--- src/rtl/flash_settings_defs.vh ---
`ifndef FLASH_SETTINGS_DEFS_VH
`define FLASH_SETTINGS_DEFS_VH

// ----------------------------------------
// report framing
// ----------------------------------------
`define RPT_LAST_IDX      6'h3f
`define CMD_WRITE_FLASH   8'hb1
`define SUB_CHIP_SETTINGS 8'h00
`define SUB_GP_SETTINGS   8'h01
`define SUB_LAST_KNOWN    8'h04
`define RESP_OK           8'h00
`define RESP_UNSUPPORTED  8'h01

// ----------------------------------------
// report byte positions
// ----------------------------------------
`define CHIP_FIRST_IDX    6'h05
`define CHIP_LAST_IDX     6'h13
`define GP_FIRST_IDX      6'h02
`define GP_LAST_IDX       6'h04

// ----------------------------------------
// field positions
// ----------------------------------------
`define BIT_EDGE_FALL     6
`define BIT_EDGE_RISE     5
`define REF_LEVEL_HI      4
`define REF_LEVEL_LO      3
`define BIT_REF_INTERNAL  2
`define BIT_GP_LEVEL      4
`define BIT_GP_DIR_IN     3

// ----------------------------------------
// function codes
// ----------------------------------------
`define GP_FN_IO          3'h0
`define GP0_LAST_FN       3'h2
`define GP1_LAST_FN       3'h4
`define GP2_LAST_FN       3'h3
`define GP1_FN_INTR       3'h4

// ----------------------------------------
// settings store layout
// ----------------------------------------
`define ST_AW             5
`define ST_REF            5'h00
`define ST_VID_LO         5'h01
`define ST_VID_HI         5'h02
`define ST_PID_LO         5'h03
`define ST_PID_HI         5'h04
`define ST_POWER          5'h05
`define ST_CURRENT        5'h06
`define ST_PW0            5'h07
`define ST_GP0            5'h0f
`define ST_GP1            5'h10
`define ST_GP2            5'h11
`define ST_LAST           5'h11
`define ST_ERASED         8'h00

`endif

--- src/rtl/settings_store.v ---
`timescale 1ns/100ps
`include "flash_settings_defs.vh"

// nonvolatile model: contents survive rst, only power-up clears them
module settings_store
(
   input  wire                  ref_clk,
   input  wire                  wr_en,
   input  wire [`ST_AW-1:0]     wr_addr,
   input  wire [7:0]            wr_data,
   input  wire [`ST_AW-1:0]     rd_addr,
   output reg  [7:0]            rd_data_q
);

   reg [7:0] mem [0:(1<<`ST_AW)-1];
   integer   i;

   initial
   begin
      for (i = 0; i < (1<<`ST_AW); i = i + 1)
         mem[i] = `ST_ERASED;
   end

   always @(posedge ref_clk)
   begin
      if (wr_en)
         mem[wr_addr] <= wr_data;
      rd_data_q <= mem[rd_addr];
   end

endmodule

--- src/rtl/edge_flag_detect.v ---
`timescale 1ns/100ps
`include "flash_settings_defs.vh"

module edge_flag_detect
(
   input  wire ref_clk,
   input  wire rst,
   input  wire pin_in,
   input  wire enable,
   input  wire fall_en,
   input  wire rise_en,
   input  wire flag_clr,
   output reg  flag_q
);

   reg sync1_q;
   reg sync2_q;
   reg prev_q;
   wire rise;
   wire fall;

   always @(posedge ref_clk or posedge rst)
   begin
      if (rst)
      begin
         sync1_q <= 1'b0;
         sync2_q <= 1'b0;
         prev_q  <= 1'b0;
      end
      else
      begin
         sync1_q <= pin_in;
         sync2_q <= sync1_q;
         prev_q  <= sync2_q;
      end
   end

   assign fall = prev_q & ~sync2_q;
   assign rise = ~prev_q & sync2_q;

   // a new edge wins over a clear in the same cycle
   always @(posedge ref_clk or posedge rst)
   begin
      if (rst)
         flag_q <= 1'b0;
      else if (enable & ((fall_en & fall) | (rise_en & rise)))
         flag_q <= 1'b1;
      else if (flag_clr)
         flag_q <= 1'b0;
   end

endmodule

--- src/rtl/flash_settings_report_decoder.v ---
`timescale 1ns/100ps
`include "flash_settings_defs.vh"

// What this block does
// - falling-edge enable bit sets interrupt flag on each falling input edge
// - rising-edge enable bit sets interrupt flag on each rising input edge
// - reference level code: 11=4.096V, 10=2.048V, 01=1.024V, 00=off
// - reference source bit: one internal reference, zero supply voltage
// - vendor id from bytes 6/7, product id from bytes 8/9, low first
// - byte 10 kept and reported as power attributes
// - byte 11 kept; requested current is twice it in milliamperes
// - bytes 12 to 19 kept as eight-byte settings password
// - command 0xb1 with sub-code 0x01 is the pin settings write
// - pin zero codes: 000 io, 001 rx indicator, 010 suspend; others ignored
// - pin one codes: io, clock, analog in 1, tx indicator, interrupt
// - pin two codes: io, clock, analog in 2, analog out 1
// - plain output pin drives its stored level bit after reset
// - direction bit, one input zero output, used only in plain io mode
// - unknown write sub-code answers unsupported code in response byte 1

module flash_settings_report_decoder
(
   input  wire        ref_clk,
   input  wire        rst,
   input  wire        rpt_valid,
   input  wire        rpt_sop,
   input  wire [7:0]  rpt_data,
   output reg         resp_valid_q,
   output reg  [7:0]  resp_cmd_q,
   output reg  [7:0]  resp_status_q,
   output wire        settings_ready,
   input  wire        general_pin_zero_i,
   output reg         general_pin_zero_o_q,
   output reg         general_pin_zero_oe_q,
   output reg  [2:0]  general_pin_zero_fn_q,
   input  wire        general_pin_one_i,
   output reg         general_pin_one_o_q,
   output reg         general_pin_one_oe_q,
   output reg  [2:0]  general_pin_one_fn_q,
   input  wire        general_pin_two_i,
   output reg         general_pin_two_o_q,
   output reg         general_pin_two_oe_q,
   output reg  [2:0]  general_pin_two_fn_q,
   output reg  [1:0]  ref_level_q,
   output reg         ref_on_q,
   output reg         ref_internal_q,
   output reg  [15:0] usb_vid_q,
   output reg  [15:0] usb_pid_q,
   output reg  [7:0]  usb_power_attr_q,
   output reg  [8:0]  usb_current_ma_q,
   output reg  [63:0] password_q,
   input  wire        intr_flag_clr,
   output wire        intr_flag
);

   // load walks store entries ST_REF to ST_LAST once after every reset
   localparam ST_LOAD  = 3'b001;
   localparam ST_DRAIN = 3'b010;
   localparam ST_RUN   = 3'b100;

   // ----------------------------------------
   // helpers
   // ----------------------------------------
   function fn_legal;
      input [1:0] pin;
      input [2:0] code;
      begin
         case (pin)
            2'd0:    fn_legal = (code <= `GP0_LAST_FN);
            2'd1:    fn_legal = (code <= `GP1_LAST_FN);
            default: fn_legal = (code <= `GP2_LAST_FN);
         endcase
      end
   endfunction

   function drives;
      input [7:0] cfg;
      begin
         drives = (cfg[2:0] == `GP_FN_IO) & ~cfg[`BIT_GP_DIR_IN];
      end
   endfunction

   // ----------------------------------------
   // report receiver
   // ----------------------------------------
   reg  [5:0] idx_q;
   reg        in_rpt_q;
   reg        cmd_ok_q;
   reg  [7:0] sub_q;
   wire [5:0] byte_idx;
   wire       byte_take;
   wire       is_chip;
   wire       is_gp;
   wire [1:0] gp_pin;
   wire [5:0] chip_off;
   reg        wr_en;
   reg  [`ST_AW-1:0] wr_addr;

   assign byte_idx  = rpt_sop ? 6'h00 : idx_q;
   assign byte_take = rpt_valid & (rpt_sop | in_rpt_q);
   assign is_chip   = cmd_ok_q & (sub_q == `SUB_CHIP_SETTINGS);
   assign is_gp     = cmd_ok_q & (sub_q == `SUB_GP_SETTINGS);
   assign gp_pin    = byte_idx[1:0] - 2'd2;
   assign chip_off  = byte_idx - `CHIP_FIRST_IDX;

   // a fresh sop always restarts, so a torn report cannot wedge the parser
   always @(posedge ref_clk or posedge rst)
   begin
      if (rst)
      begin
         idx_q    <= 6'h00;
         in_rpt_q <= 1'b0;
         cmd_ok_q <= 1'b0;
         sub_q    <= 8'h00;
      end
      else if (byte_take)
      begin
         idx_q    <= byte_idx + 6'h01;
         in_rpt_q <= (byte_idx != `RPT_LAST_IDX);
         if (byte_idx == 6'h00)
            cmd_ok_q <= (rpt_data == `CMD_WRITE_FLASH);
         if (byte_idx == 6'h01)
            sub_q <= rpt_data;
      end
   end

   // bytes go to the store as they arrive; only the recognised ranges land
   always @*
   begin
      wr_en   = 1'b0;
      wr_addr = `ST_REF;
      if (byte_take & is_chip & (byte_idx >= `CHIP_FIRST_IDX)
          & (byte_idx <= `CHIP_LAST_IDX))
      begin
         wr_en   = 1'b1;
         wr_addr = chip_off[`ST_AW-1:0];
      end
      else if (byte_take & is_gp & (byte_idx >= `GP_FIRST_IDX)
               & (byte_idx <= `GP_LAST_IDX))
      begin
         // reserved function codes leave the old pin setting alone
         wr_en   = fn_legal(gp_pin, rpt_data[2:0]);
         wr_addr = `ST_GP0 + {3'b000, gp_pin};
      end
   end

   // ----------------------------------------
   // response
   // ----------------------------------------
   // a foreign command code gets no answer at all
   always @(posedge ref_clk or posedge rst)
   begin
      if (rst)
      begin
         resp_valid_q  <= 1'b0;
         resp_cmd_q    <= 8'h00;
         resp_status_q <= `RESP_OK;
      end
      else
      begin
         resp_valid_q <= byte_take & cmd_ok_q & (byte_idx == `RPT_LAST_IDX);
         if (byte_take & cmd_ok_q & (byte_idx == `RPT_LAST_IDX))
         begin
            resp_cmd_q <= `CMD_WRITE_FLASH;
            if (sub_q > `SUB_LAST_KNOWN)
               resp_status_q <= `RESP_UNSUPPORTED;
            else
               resp_status_q <= `RESP_OK;
         end
      end
   end

   // ----------------------------------------
   // store and reset-time load
   // ----------------------------------------
   reg  [2:0]        state_q;
   reg  [`ST_AW-1:0] ld_addr_q;
   reg               cap_v_q;
   reg  [`ST_AW-1:0] cap_a_q;
   wire [7:0]        rd_data;
   reg  [7:0]        act_q [0:`ST_LAST];
   integer           k;

   settings_store u_store
   (
      .ref_clk   (ref_clk),
      .wr_en     (wr_en),
      .wr_addr   (wr_addr),
      .wr_data   (rpt_data),
      .rd_addr   (ld_addr_q),
      .rd_data_q (rd_data)
   );

   always @(posedge ref_clk or posedge rst)
   begin
      if (rst)
      begin
         state_q   <= ST_LOAD;
         ld_addr_q <= `ST_REF;
         cap_v_q   <= 1'b0;
         cap_a_q   <= `ST_REF;
      end
      else
      begin
         cap_v_q <= (state_q == ST_LOAD);
         cap_a_q <= ld_addr_q;
         case (state_q)
            ST_LOAD:
            begin
               if (ld_addr_q == `ST_LAST)
                  state_q <= ST_DRAIN;
               else
                  ld_addr_q <= ld_addr_q + 5'h01;
            end
            ST_DRAIN: state_q <= ST_RUN;
            ST_RUN:   state_q <= ST_RUN;
            default:  state_q <= ST_LOAD;
         endcase
      end
   end

   // active copy is only refreshed by the load after reset, never by a write
   always @(posedge ref_clk or posedge rst)
   begin
      if (rst)
      begin
         for (k = 0; k <= `ST_LAST; k = k + 1)
            act_q[k] <= `ST_ERASED;
      end
      else if (cap_v_q)
         act_q[cap_a_q] <= rd_data;
   end

   assign settings_ready = (state_q == ST_RUN);

   // ----------------------------------------
   // decoded outputs
   // ----------------------------------------
   always @(posedge ref_clk or posedge rst)
   begin
      if (rst)
      begin
         general_pin_zero_o_q  <= 1'b0;
         general_pin_zero_oe_q <= 1'b0;
         general_pin_zero_fn_q <= `GP_FN_IO;
         general_pin_one_o_q   <= 1'b0;
         general_pin_one_oe_q  <= 1'b0;
         general_pin_one_fn_q  <= `GP_FN_IO;
         general_pin_two_o_q   <= 1'b0;
         general_pin_two_oe_q  <= 1'b0;
         general_pin_two_fn_q  <= `GP_FN_IO;
         ref_level_q           <= 2'b00;
         ref_on_q              <= 1'b0;
         ref_internal_q        <= 1'b0;
         usb_vid_q             <= 16'h0000;
         usb_pid_q             <= 16'h0000;
         usb_power_attr_q      <= 8'h00;
         usb_current_ma_q      <= 9'h000;
         password_q            <= 64'h0000000000000000;
      end
      else
      begin
         // pins float as inputs until the load has finished
         general_pin_zero_fn_q <= act_q[`ST_GP0][2:0];
         general_pin_zero_oe_q <= settings_ready & drives(act_q[`ST_GP0]);
         general_pin_zero_o_q  <= act_q[`ST_GP0][`BIT_GP_LEVEL];
         general_pin_one_fn_q  <= act_q[`ST_GP1][2:0];
         general_pin_one_oe_q  <= settings_ready & drives(act_q[`ST_GP1]);
         general_pin_one_o_q   <= act_q[`ST_GP1][`BIT_GP_LEVEL];
         general_pin_two_fn_q  <= act_q[`ST_GP2][2:0];
         general_pin_two_oe_q  <= settings_ready & drives(act_q[`ST_GP2]);
         general_pin_two_o_q   <= act_q[`ST_GP2][`BIT_GP_LEVEL];
         ref_level_q    <= act_q[`ST_REF][`REF_LEVEL_HI:`REF_LEVEL_LO];
         ref_on_q       <= |act_q[`ST_REF][`REF_LEVEL_HI:`REF_LEVEL_LO];
         ref_internal_q <= act_q[`ST_REF][`BIT_REF_INTERNAL];
         usb_vid_q <= {act_q[`ST_VID_HI], act_q[`ST_VID_LO]};
         usb_pid_q <= {act_q[`ST_PID_HI], act_q[`ST_PID_LO]};
         usb_power_attr_q <= act_q[`ST_POWER];
         usb_current_ma_q <= {act_q[`ST_CURRENT], 1'b0};
         password_q <= {act_q[`ST_PW0 + 5'h07], act_q[`ST_PW0 + 5'h06],
                        act_q[`ST_PW0 + 5'h05], act_q[`ST_PW0 + 5'h04],
                        act_q[`ST_PW0 + 5'h03], act_q[`ST_PW0 + 5'h02],
                        act_q[`ST_PW0 + 5'h01], act_q[`ST_PW0]};
      end
   end

   // ----------------------------------------
   // interrupt detection on pin one
   // ----------------------------------------
   // only pin one can raise the flag, and only in its interrupt mode
   edge_flag_detect u_edge
   (
      .ref_clk  (ref_clk),
      .rst      (rst),
      .pin_in   (general_pin_one_i),
      .enable   (settings_ready & (general_pin_one_fn_q == `GP1_FN_INTR)),
      .fall_en  (act_q[`ST_REF][`BIT_EDGE_FALL]),
      .rise_en  (act_q[`ST_REF][`BIT_EDGE_RISE]),
      .flag_clr (intr_flag_clr),
      .flag_q   (intr_flag)
   );

endmodule

--- config.mk ---
export PLATFORM = sky130hd
export DESIGN_NAME = flash_settings_report_decoder
export DESIGN_NICKNAME = d
export VERILOG_FILES = /design/src/rtl/settings_store.v /design/src/rtl/edge_flag_detect.v /design/src/rtl/flash_settings_report_decoder.v
export VERILOG_INCLUDE_DIRS = /design/src /design/src/rtl
export SDC_FILE = /design/constraint.sdc
export NUM_CORES = 1
export LEC_CHECK = 0
export ABC_CLOCK_PERIOD_IN_PS = 12100
export BUFFER_PORTS_ARGS = -buffer_cell sky130_fd_sc_hd__buf_2
export CORE_MARGIN = 3
export CORE_UTILIZATION = 59
export DETAILED_ROUTE_END_ITERATION = 8
export PLACE_DENSITY = 0.87
export SLEW_MARGIN = 20
export SYNTH_ARGS = -nofsm -noshare
export SYNTH_HDL_FRONTEND = slang
export SYNTH_SLANG_ARGS = --single-unit
--- constraint.sdc ---
create_clock -name ref_clk -period 12.1 [get_ports ref_clk]
set_input_delay 2.42 -clock ref_clk [delete_from_list [all_inputs] [get_ports ref_clk]]
set_output_delay 2.42 -clock ref_clk [all_outputs]
set_load 0.01 [all_outputs]
==> impl_results.md, run 1 <==
- Outcome: finished clean
- Final Hold Violating Endpoints: 0
- Post-Syn Instances: 1082
- Vias in the first global route: about 11000
- Sequential element share of the synthesized area: 0.752
- Cell-internal power: 3050 uW
- Post-CTS repair timing setup buffer count: 0
- Average wire length per cell after detail routing: approximately 23 um
- CP top delay family: simple AND/OR/NAND/NOR gates
- Total GRT Usage: 0.234
- CP endpoint kind: flop
- Maximum fanout along the worst path: 19
- H-tree level count: 2
- Post-detailed-route count of antenna-violating nets: 0
- Data arrival time of the worst path: ~6 ns
- Filler Cells Inserted: about 2000
- Wire length of the first global-routing pass: 64700 um
- Area delta synth->final: 15.3%
- Initial cell density of the core: 0.603
- Number of placed cells counting well taps: 1692
- Highest metal used: met4
- Worst slew margin: 0.302
- Detailed-route DRC error count: 0
- Drt initial violations: 852
- Gates resized, CTS repair: 0
- DR vias: 10300
- Slew at the pin closest to its max-slew limit: 1.04 ns
- Antenna violations before repair: 0
- Routed wl met3: 2670 um
- Number of unique standard cell types used by synthesis: between 50 and 60
- Clock Tree Root: sky130_fd_sc_hd__clkbuf_16
- Worst hold margin: 0.361 ns
- Worst path cell trace: buf_2 -> nor2b_1 -> clkinv_1 -> ha_1 -> inv_1 -> o21ai_0 -> a2111oi_4 -> nor4b_1 -> nand2_1 -> nor2_1
- Share of synthesized flip-flops with an asynchronous set or reset: 0.532
- Routability congestion estimate from global placement: 0.850
- Worst Setup Start Kind: input pin
- Core occupancy in the finished layout: 0.696
- Final HPWL DP: 25100 um
- TritonCTS clock tree: built
- Number of nets in the finished design: 1323
- Clock network fraction of design power: 0.434
- Number of max-slew violations in the final report: 0
- Die Outline Area: 36900 um^2
- Worst-path clk slew: 0.06 ns
- Clock latency on the worst-skew pair: 0.59 ns
- Leftover overflow at the end of global routing: 0
- Worst EP required: 12.31 ns
- Number of buffers added to fix hold violations after cts: 0
- Worst setup skew after layout: between 0.02 and 0.03 ns
- Vertical die dimension: around 190 um
- Total length of routed met2 wires: around 22000 um
- Share of total power in combinational logic: 0.032
- Buffering stage count on the worst path with inverters included: 3
- Core ar.: 33900 um^2
- Row Count: between 60 and 70
- Cell Count, Final, Fillers Out: 1791
- Detailed-routing wirelength on met1: 15900 um
- Crit Path Category: in2reg
- Vias per Instance: about 5.8
- Port bufs: 152
- Maximum number of pins on one net before global-route repair: 143
- Final TNS setup: 0 ns
- Total of warnings raised by yosys: 0
- Number of setup violations in the final report: 0
- Width of the die: 192 um
- Number of enable flip-flop cells after synthesis: 256
- Number of CTS-inserted buffers: 53
- Share of total power in sequential cells: 0.535
- Worst stage delay on the critical path: 0.67 ns
- Flip-flop and latch count after synthesis: 564
- Worst supply voltage drop on vdd: 146 uV
- Post-Synthesis Mean Instance Area: 18.9 um^2
- Unrepaired setup endpoints after global routing: false
- Top Ports: 167
- CP max stage cell: sky130_fd_sc_hd__nor2_1
- Count of clock tree sinks: 564
- Max Root-Sink Buffers: 3
- Wire length reported by the detailed router: 41700 um
- Share of the cycle needed by the critical path after routing: 0.474
- Fraction of layout instances using a drive strength above 1: 0.354
- DR pass1 iterations: 5
- Type of the tightest min-delay check: reg2reg
- Dominant synthesized flop cell: sky130_fd_sc_hd__dfrtp_1
- Synthesized area: 20400 um^2
- Net Sw Power: around 800 uW
- Switching share of power: 0.208
- Total of max-cap violations: 0
- Antenna cell count: 0
- Ratio of total power to cell area: 163 nW/um^2
- Time the worst path needs with I/O delays and setup: 5.74 ns
- Maximum operating frequency: between 150 and 200 MHz
- P_leak: approximately 0.009 uW
## worst paths after layout
check,from,endpoint,slack [ns],depth (start not counted)
min,u_edge.sync1_q,u_edge.sync2_q,0.36,0
min reg2reg,u_edge.sync1_q,u_edge.sync2_q,0.36,0
max reg2reg,idx_q[0],u_store.mem[20][0],8.01,9
min in group asynchronous,rst,act_q[138],2.01,2
max in group asynchronous,rst,act_q[67],7.98,4
max,rpt_sop,u_store.mem[20][0],6.36,10
## cell usage after synthesis (4+ instances only)
| master | n | area share |
|---|---|---|
| sky130_fd_sc_hd__a21oi_1 | 11 | 0.0027 |
| sky130_fd_sc_hd__nand3_1 | 8 | 0.0020 |
| sky130_fd_sc_hd__edfxtp_1 | 256 | 0.38 |
| sky130_fd_sc_hd__nand2b_1 | 5 | 0.0015 |
| sky130_fd_sc_hd__o21a_1 | 11 | 0.0040 |
| sky130_fd_sc_hd__xnor2_1 | 7 | 0.0030 |
| sky130_fd_sc_hd__nor3b_1 | 6 | 0.0022 |
| sky130_fd_sc_hd__mux4_2 | 72 | 0.079 |
| sky130_fd_sc_hd__buf_1 | 7 | 0.0013 |
| sky130_fd_sc_hd__clkbuf_1 | 19 | 0.0035 |
| sky130_fd_sc_hd__nor3_1 | 13 | 0.0032 |
| sky130_fd_sc_hd__o21ai_0 | 9 | 0.0022 |
| sky130_fd_sc_hd__or4_1 | 4 | 0.0015 |
| sky130_fd_sc_hd__mux2_2 | 140 | 0.077 |
| sky130_fd_sc_hd__nor2_1 | 44 | 0.0081 |
| sky130_fd_sc_hd__inv_1 | 12 | 0.0022 |
| sky130_fd_sc_hd__nand2_1 | 27 | 0.0050 |
| sky130_fd_sc_hd__nand4_1 | 6 | 0.0018 |
| sky130_fd_sc_hd__dfrtp_1 | 299 | 0.37 |
| sky130_fd_sc_hd__buf_2 | 11 | 0.0027 |
| sky130_fd_sc_hd__ha_1 | 8 | 0.0049 |
| sky130_fd_sc_hd__dfxtp_1 | 8 | 0.0078 |
| sky130_fd_sc_hd__nor2b_1 | 7 | 0.0021 |
| sky130_fd_sc_hd__xor2_1 | 4 | 0.0017 |
| sky130_fd_sc_hd__a22oi_1 | 8 | 0.0029 |
| sky130_fd_sc_hd__buf_4 | 20 | 0.0073 |
| sky130_fd_sc_hd__mux2i_1 | 18 | 0.0088 |
## per-layer routing
metal | vias up | global-route usage
li1 | 4422 | -
met1 | 5393 | 0.302
met2 | 426 | 0.412
met3 | 93 | 0.0347
met4 | 0 | 0.0745
met5 | - | 0
## metrics by stage
| step | total power (uW) | worst slack, ns | instance area (um^2) |
|---|---|---|---|
| final | 3850 | 6.36 | 23600 |
| after global routing | 3970 | 6.32 | 23600 |
| after CTS | 3870 | 6.28 | 23500 |
| after detailed placement | 2210 | 5.85 | 21700 |
| after global placement | 2200 | 6.01 | 21700 |
| after floorplan | 2180 | 1.39 | 20600 |
## power groups by stage
stage	sequential [uW]	combinational [uW]	clock, uW
3_5_place_dp	2090	119	0
5_1_grt	2060	135	1780
4_1_cts	2060	121	1690
3_3_place_gp	2090	112	0
6_report	2060	121	1670
2_1_floorplan	2090	88.7	0
## area by class of cell
class,instances,area (um^2),area share
Clock inverter,27,283,0.0120
Clock buffer,72,1520,0.0643
Multi-Input combinational cell,505,4940,0.210
Inverter,13,56.3,0.00239
Timing Repair Buffer,162,840,0.0356
Sequential cell,564,15400,0.652
Tap cell,448,561,0.0238
## registers in the layout, summed over array words and instances, names as in the netlist, 5 cells and up
signal and flops:
usb_vid_q 16, usb_power_attr_q 8, idx_q 6, act_q 132, ld_addr_q 5, usb_current_ma_q 8
cap_a_q 5, password_q 64, sub_q 8, u_store.rd_data_q 8, u_store.mem 256, usb_pid_q 16
## logic make-up after synthesis
| kind of cell | Yosys count | share of synthesized area |
|---|---|---|
| XOR/XNOR | 11 | 0.00472 |
| other | 1 | 0.000184 |
| adder cells (fa/ha/maj) | 8 | 0.00490 |
| buffers and inverters | 72 | 0.0183 |
| AO/OA/AOI/OAI | 52 | 0.0181 |
| multiplexers | 230 | 0.165 |
| flip-flops | 564 | 0.752 |
| AND/OR/NAND/NOR | 144 | 0.0367 |
## layout by cell type, fill, tap and decap left out, drive strengths merged, types with 11 or more instances in the layout
cell and instances:
a21oi 11, buf 162, clkbuf 72, clkinv 18
conb 60, dfrtp 299, edfxtp 256, inv 16
mux2 140, mux2i 18, mux4 72, nand2 27
nor2 44, nor3 13, o21a 11
Note: power is estimated with default switching activity, not from simulation.
==> run 2: changes to the inputs <==
Settings changed: ABC_CLOCK_PERIOD_IN_PS 12100 to 5500.
Clock period 12.1 ns to 5.5 ns, I/O delays scaled along.
==> impl_results.md, run 2 (synthesis gave the netlist of run 1 again) <==
- Count of clock tree sinks: 564
- Final TNS setup: 0 ns
- Startpoint of the worst register-to-register path: idx_q[0]
- DR vias: around 10000
- Wire length of the first global-routing pass: ~65000 um
- Leftover overflow at the end of global routing: 0
- Vias in the first global route: 11100
- Time the worst path needs with I/O delays and setup: 3.66 ns
- Number of setup violations in the final report: 0
- Type of the tightest min-delay check: reg2reg
- Share of total power in combinational logic: 0.031
- Reg-to-reg slack, setup: 2.20 ns
- Slew at the pin closest to its max-slew limit: between 1 and 1.5 ns
- Flip-flop count of the largest register after layout: 256
- Port bufs: 152
- Switching share of power: 0.205
- Worst-path clk slew: approximately 0.060 ns
- Most common cell after layout, fill and taps aside: sky130_fd_sc_hd__dfrtp_1
- Post-detailed-route count of antenna-violating nets: 0
- Clock network fraction of design power: 0.438
- Cell-internal power: 6770 uW
- Share of total power in sequential cells: 0.531
- Vias per Instance: 5.82
- Share of the cycle needed by the critical path after routing: 0.665
- Post-CTS repair timing setup buffer count: 0
- Total of max-cap violations: 0
- Initial cell density of the core: 0.603
- Unrepaired setup endpoints after global routing: false
- Maximum operating frequency: 274 MHz
- Vertical die dimension: 192 um
- Wire length reported by the detailed router: 41400 um
- Final Hold Violating Endpoints: 0
- Hold path depth: 0
- Average wire length per cell after detail routing: 23.1 um
- Worst setup path startpoint: rpt_sop
- Maximum number of pins on one net before global-route repair: 146
- Gates resized, CTS repair: 0
- Top Ports: around 170
- Worst setup skew after layout: 0.0159 ns
- Worst stage delay on the critical path: around 0.62 ns
- Worst EP required: 5.70 ns
- Antenna violations before repair: 0
- Routability congestion estimate from global placement: a little over 0.8
- Width of the die: 192 um
- Fraction of layout instances using a drive strength above 1: 0.357
- Number of nets in the finished design: 1329
- Worst slew margin: 0.265
- CP max stage cell: sky130_fd_sc_hd__a2111oi_4
- Register with the most flip-flops: u_store.mem
- PnR Total Power: 8530 uW
- CP endpoint kind: flop
- TritonCTS clock tree: built
- Worst supply voltage drop on vdd: 242 uV
- Number of max-slew violations in the final report: 0
- P_leak: 0.00920 uW
- Clock latency on the worst-skew pair: between 0.5 and 0.6 ns
- Area delta synth->final: 15.6%
- Ratio of total power to cell area: between 300 and 400 nW/um^2
- H-tree level count: 2
- Outcome: finished clean
- Hold EP: password_q[28]
- Leading registers by flop count: u_store.mem: 256 flops, act_q: 132 flops, password_q: 64 flops
- Cell area after placement: 21800 um^2
- DR pass1 iterations: 5
- Worst r2r path cells: 9
- Maximum fanout along the worst path: 19
- Total non-filler cell area in the finished layout: between 20000 and 25000 um^2
- CP top delay family: simple AND/OR/NAND/NOR gates
- Number of buffers added to fix hold violations after cts: 0
- Drt initial violations: 759
- Buffering stage count on the worst path with inverters included: 3
- Crit Path Category: in2reg
- Clock Tree Root: sky130_fd_sc_hd__clkbuf_16
- Worst Setup Start Kind: input pin
- Die Outline Area: 36900 um^2
- Detailed-route DRC error count: 0
- Antenna cell count: 0
- Number of CTS-inserted buffers: 53
- Final HPWL DP: ~24000 um
- Hold path start: act_q[60]
- Critical register-to-register path endpoint: u_store.mem[21][7]
- Max Root-Sink Buffers: 3
- Filler Cells Inserted: 2024
- Net Sw Power: 1750 uW
- Data arrival time of the worst path: 3.86 ns
- Worst path cell trace: buf_2 -> nor2b_1 -> clkinv_1 -> ha_1 -> inv_1 -> o21ai_0 -> a2111oi_4 -> nor4b_1 -> nand2_1 -> nor2_1
- Commonest cells after routing, fill and taps aside: sky130_fd_sc_hd__dfrtp_1, sky130_fd_sc_hd__edfxtp_1, sky130_fd_sc_hd__buf_2
- Total GRT Usage: 0.232
- Row Count: 67
- Core ar.: 33900 um^2
## run 2: cell count changes in the layout (fill, tap and decap cells not counted), sizes merged
cell | before | now
inv | 16 | 13
clkbuf | 72 | 67
clkinv | 18 | 21
buf | 162 | 168
bufinv | 4 | 7
## run 2: worst max-delay path by stage
stage               cells after the start                 end
finish                                 10  u_store.mem[21][7]
global route                           10  u_store.mem[21][1]
CTS                                    10  u_store.mem[21][6]
detailed placement                     10  u_store.mem[21][7]
global placement                       10  u_store.mem[21][5]
floorplan                               1            act_q[0]
## run 2: worst reg2reg max path: cells and delay by family, from the launching register on
family | cells | cell delay (ns)
AOI/OAI and AO/OA | 2 | 0.76
adders and majority gates | 1 | 0.27
buffers and inverters | 2 | 0.21
DFF | 1 | 0.40
and+or+nand+nor | 4 | 1.29
## run 2: through the flow
| step | utilization | instances | hold slack [ns] | setup slack (ns) |
|---|---|---|---|---|
| after detailed placement | 0.644 | 1698 | 0.356 | 1.29 |
| after floorplan | - | 1141 | 0.331 | 0.414 |
| after global routing | 0.697 | 1795 | 0.379 | 1.54 |
| after global placement | 0.644 | 1698 | 0.354 | 1.40 |
| final | 0.697 | 1795 | 0.367 | 1.84 |
| after CTS | 0.697 | 1795 | 0.371 | 1.85 |
## run 2: power groups by stage
stage          sequential, uW  clock [uW]  combinational (uW)
2_1_floorplan            4590           0                 196
6_report                 4530        3730                 267
3_5_place_dp             4610           0                 263
4_1_cts                  4520        3790                 267
5_1_grt                  4530        3960                 299
3_3_place_gp             4600           0                 252
## run 2: cell type report
type / instances / area, um^2 / share of cell area
clock buffers: 67 / 1450 / 0.0614
clock inverters: 30 / 363 / 0.0154
inverters: 13 / 52.6 / 0.00223
multi-input cells: 505 / 4920 / 0.208
flip-flops and latches: 564 / 15400 / 0.651
well taps: 448 / 561 / 0.0237
repair buffers: 168 / 906 / 0.0384
## run 2: routing by layer
layer  vias up  GRT usage  wire length (um)
met5         -          0                 0
met4         0     0.0644              1030
met3        93     0.0354              2680
met2       471      0.402             21400
met1      5450      0.310             16300
li1       4432          -                 -
==> run 3: changes to the inputs <==
Settings changed: ABC_CLOCK_PERIOD_IN_PS 5500 to 3600.
Clock period 5.5 ns to 3.6 ns, I/O delays scaled along.
==> impl_results.md, run 3 (synthesis gave the netlist of run 1 again) <==
- Worst-path clk slew: 0.07 ns
- Flip-flop count of the largest register after layout: about 260
- Data arrival time of the worst path: 3.30 ns
- Average wire length per cell after detail routing: around 24 um
- Maximum fanout along the worst path: 11
- Top Ports: 167
- Filler Cells Inserted: 1920
- Vias in the first global route: 11200
- Clock latency on the worst-skew pair: 0.57 ns
- Number of CTS-inserted buffers: 52
- Total of max-cap violations: 0
- Unrepaired setup endpoints after global routing: false
- Final TNS setup: 0 ns
- Worst setup skew after layout: approximately 0.013 ns
- Number of setup violations in the final report: 0
- Count of clock tree sinks: 564
- Cell area after placement: around 22000 um^2
- Critical register-to-register path endpoint: u_store.mem[15][4]
- Leading registers by flop count: u_store.mem: 256 flops, act_q: 132 flops, password_q: 64 flops
- Max Root-Sink Buffers: 3
- Final critical-path setup slack: about 0.56 ns
- Final HPWL DP: between 20000 and 30000 um
- Cell Count, Final, Fillers Out: 1821
- Worst Setup Start Kind: flop
- Crit Path Category: reg2reg
- Vias per Instance: 5.81
- Share of total power in combinational logic: 0.032
- Time the worst path needs with I/O delays and setup: between 3 and 4 ns
- Outcome: finished clean
- DR vias: 10600
- Slew at the pin closest to its max-slew limit: around 1.0 ns
- Total GRT Usage: 0.242
- H-tree level count: 2
- Post-detailed-route count of antenna-violating nets: 0
- Fraction of layout instances using a drive strength above 1: 0.372
- Number of max-slew violations in the final report: 0
- Multi-input gate area in the final layout: between 4000 and 5000 um^2
- Wire length reported by the detailed router: 43600 um
- Drt initial violations: between 900 and 1000
- Leftover overflow at the end of global routing: 0
- Die Outline Area: between 30000 and 40000 um^2
- P_leak: 0.00936 uW
- Reg-to-reg slack, setup: 0.56 ns
- DR pass1 iterations: 9
- Maximum number of pins on one net before global-route repair: 67
- Gates resized, CTS repair: 0
- Startpoint of the worst register-to-register path: idx_q[0]
- Detailed-route DRC error count: 0
- Area delta synth->final: 17.1%
- Worst supply voltage drop on vdd: 408 uV
- Clock network fraction of design power: 0.441
- Initial cell density of the core: 0.603
- Register with the most flip-flops: u_store.mem
- Number of placed cells counting well taps: 1725
- Type of the tightest min-delay check: in2async
- Clock Tree Root: sky130_fd_sc_hd__clkbuf_16
- Worst slew margin: 0.325
- Core ar.: between 30000 and 40000 um^2
- Worst r2r path cells: 9
- Total non-filler cell area in the finished layout: 23900 um^2
- Maximum operating frequency: 329 MHz
- Register Area: 15400 um^2
- Routability congestion estimate from global placement: 0.863
- Worst hold margin: between 0.15 and 0.2 ns
- Most common cell after layout, fill and taps aside: sky130_fd_sc_hd__dfrtp_1
- Row Count: 67
- Number of nets in the finished design: 1355
- Vertical die dimension: 192 um
- Worst EP required: 3.86 ns
- TritonCTS clock tree: built
- Share of the cycle needed by the critical path after routing: 0.844
- Net Sw Power: 2690 uW
- Number of buffers added to fix hold violations after cts: 0
- Final Hold Violating Endpoints: 0
- Cell-internal power: approximately 10000 uW
- Width of the die: between 150 and 200 um
- CP endpoint kind: flop
- Wire length of the first global-routing pass: approximately 68000 um
- Worst-case setup slack after placement: approximately 0.23 ns
- Antenna violations before repair: 0
- Share of total power in sequential cells: 0.527
- Port bufs: about 150
- Commonest cells after routing, fill and taps aside: sky130_fd_sc_hd__dfrtp_1, sky130_fd_sc_hd__edfxtp_1, sky130_fd_sc_hd__buf_2
- Switching share of power: 0.205
- Ratio of total power to cell area: 548 nW/um^2
- Antenna cell count: 0
- Post-CTS repair timing setup buffer count: 0
## run 3: cell types whose count changed in the layout (fill, tap and decap cells not counted), moves of 2 or more
| cell | before | now |
|---|---|---|
| sky130_fd_sc_hd__nor3_1 | 13 | 9 |
| sky130_fd_sc_hd__clkinv_2 | 15 | 13 |
| sky130_fd_sc_hd__buf_4 | 14 | 37 |
| sky130_fd_sc_hd__buf_12 | 2 | 6 |
| sky130_fd_sc_hd__clkinvlp_4 | 2 | 4 |
| sky130_fd_sc_hd__nor3_2 | 0 | 4 |
## run 3: power groups by stage
| stage | sequential, uW | combinational [uW] | clock (uW) |
|---|---|---|---|
| after floorplan | 7010 | 300 | 0 |
| after global placement | 7030 | 402 | 0 |
| after detailed placement | 7040 | 423 | 0 |
| after CTS | 6910 | 425 | 5850 |
| after global routing | 6920 | 474 | 6120 |
| final | 6910 | 426 | 5780 |
## run 3: per-stage QoR
| stage | utilization | power [uW] |
|---|---|---|
| global placement | 0.652 | 7430 |
| floorplan | - | 7310 |
| global route | 0.706 | 13500 |
| finish | 0.706 | 13100 |
| CTS | 0.706 | 13200 |
| detailed placement | 0.652 | 7460 |
## run 3: worst max-delay path: stages (launching register included)
cell and delay [ns]:
sky130_fd_sc_hd__dfrtp_1 0.39, sky130_fd_sc_hd__nor2b_1 0.20, sky130_fd_sc_hd__buf_4 0.22, sky130_fd_sc_hd__ha_1 0.19, sky130_fd_sc_hd__o21ai_0 0.15, sky130_fd_sc_hd__a2111oi_4 0.63, sky130_fd_sc_hd__o21ai_2 0.12, sky130_fd_sc_hd__o32a_1 0.40
sky130_fd_sc_hd__nor3_2 0.18, sky130_fd_sc_hd__buf_4 0.22
## run 3: per-layer routing
metal / routed length, um / track usage / share of wire
met2: 22300 / 0.417 / 0.51
met5: 0 / 0 / 0
met3: 2560 / 0.0347 / 0.059
met4: 1250 / 0.0720 / 0.029
met1: 17400 / 0.325 / 0.40
## run 3: area by class of cell
cell class                 instances  area share
multi-input combinational        505       0.207
tap                              448      0.0234
sequential                       564       0.642
clock buffer                      67      0.0606
inverter                          13     0.00220
timing repair buffer             195      0.0484
clock inverter                    29      0.0163
## run 3: worst max-delay path by stage
stage	start	end	slack, ns
after global placement	rpt_sop	u_store.mem[13][2]	0.34
after global routing	idx_q[0]	u_store.mem[20][6]	0.40
after floorplan	rst	act_q[0]	-1.11
final	idx_q[0]	u_store.mem[15][4]	0.56
after detailed placement	rpt_sop	u_store.mem[15][4]	0.23
after CTS	idx_q[0]	u_store.mem[15][4]	0.60
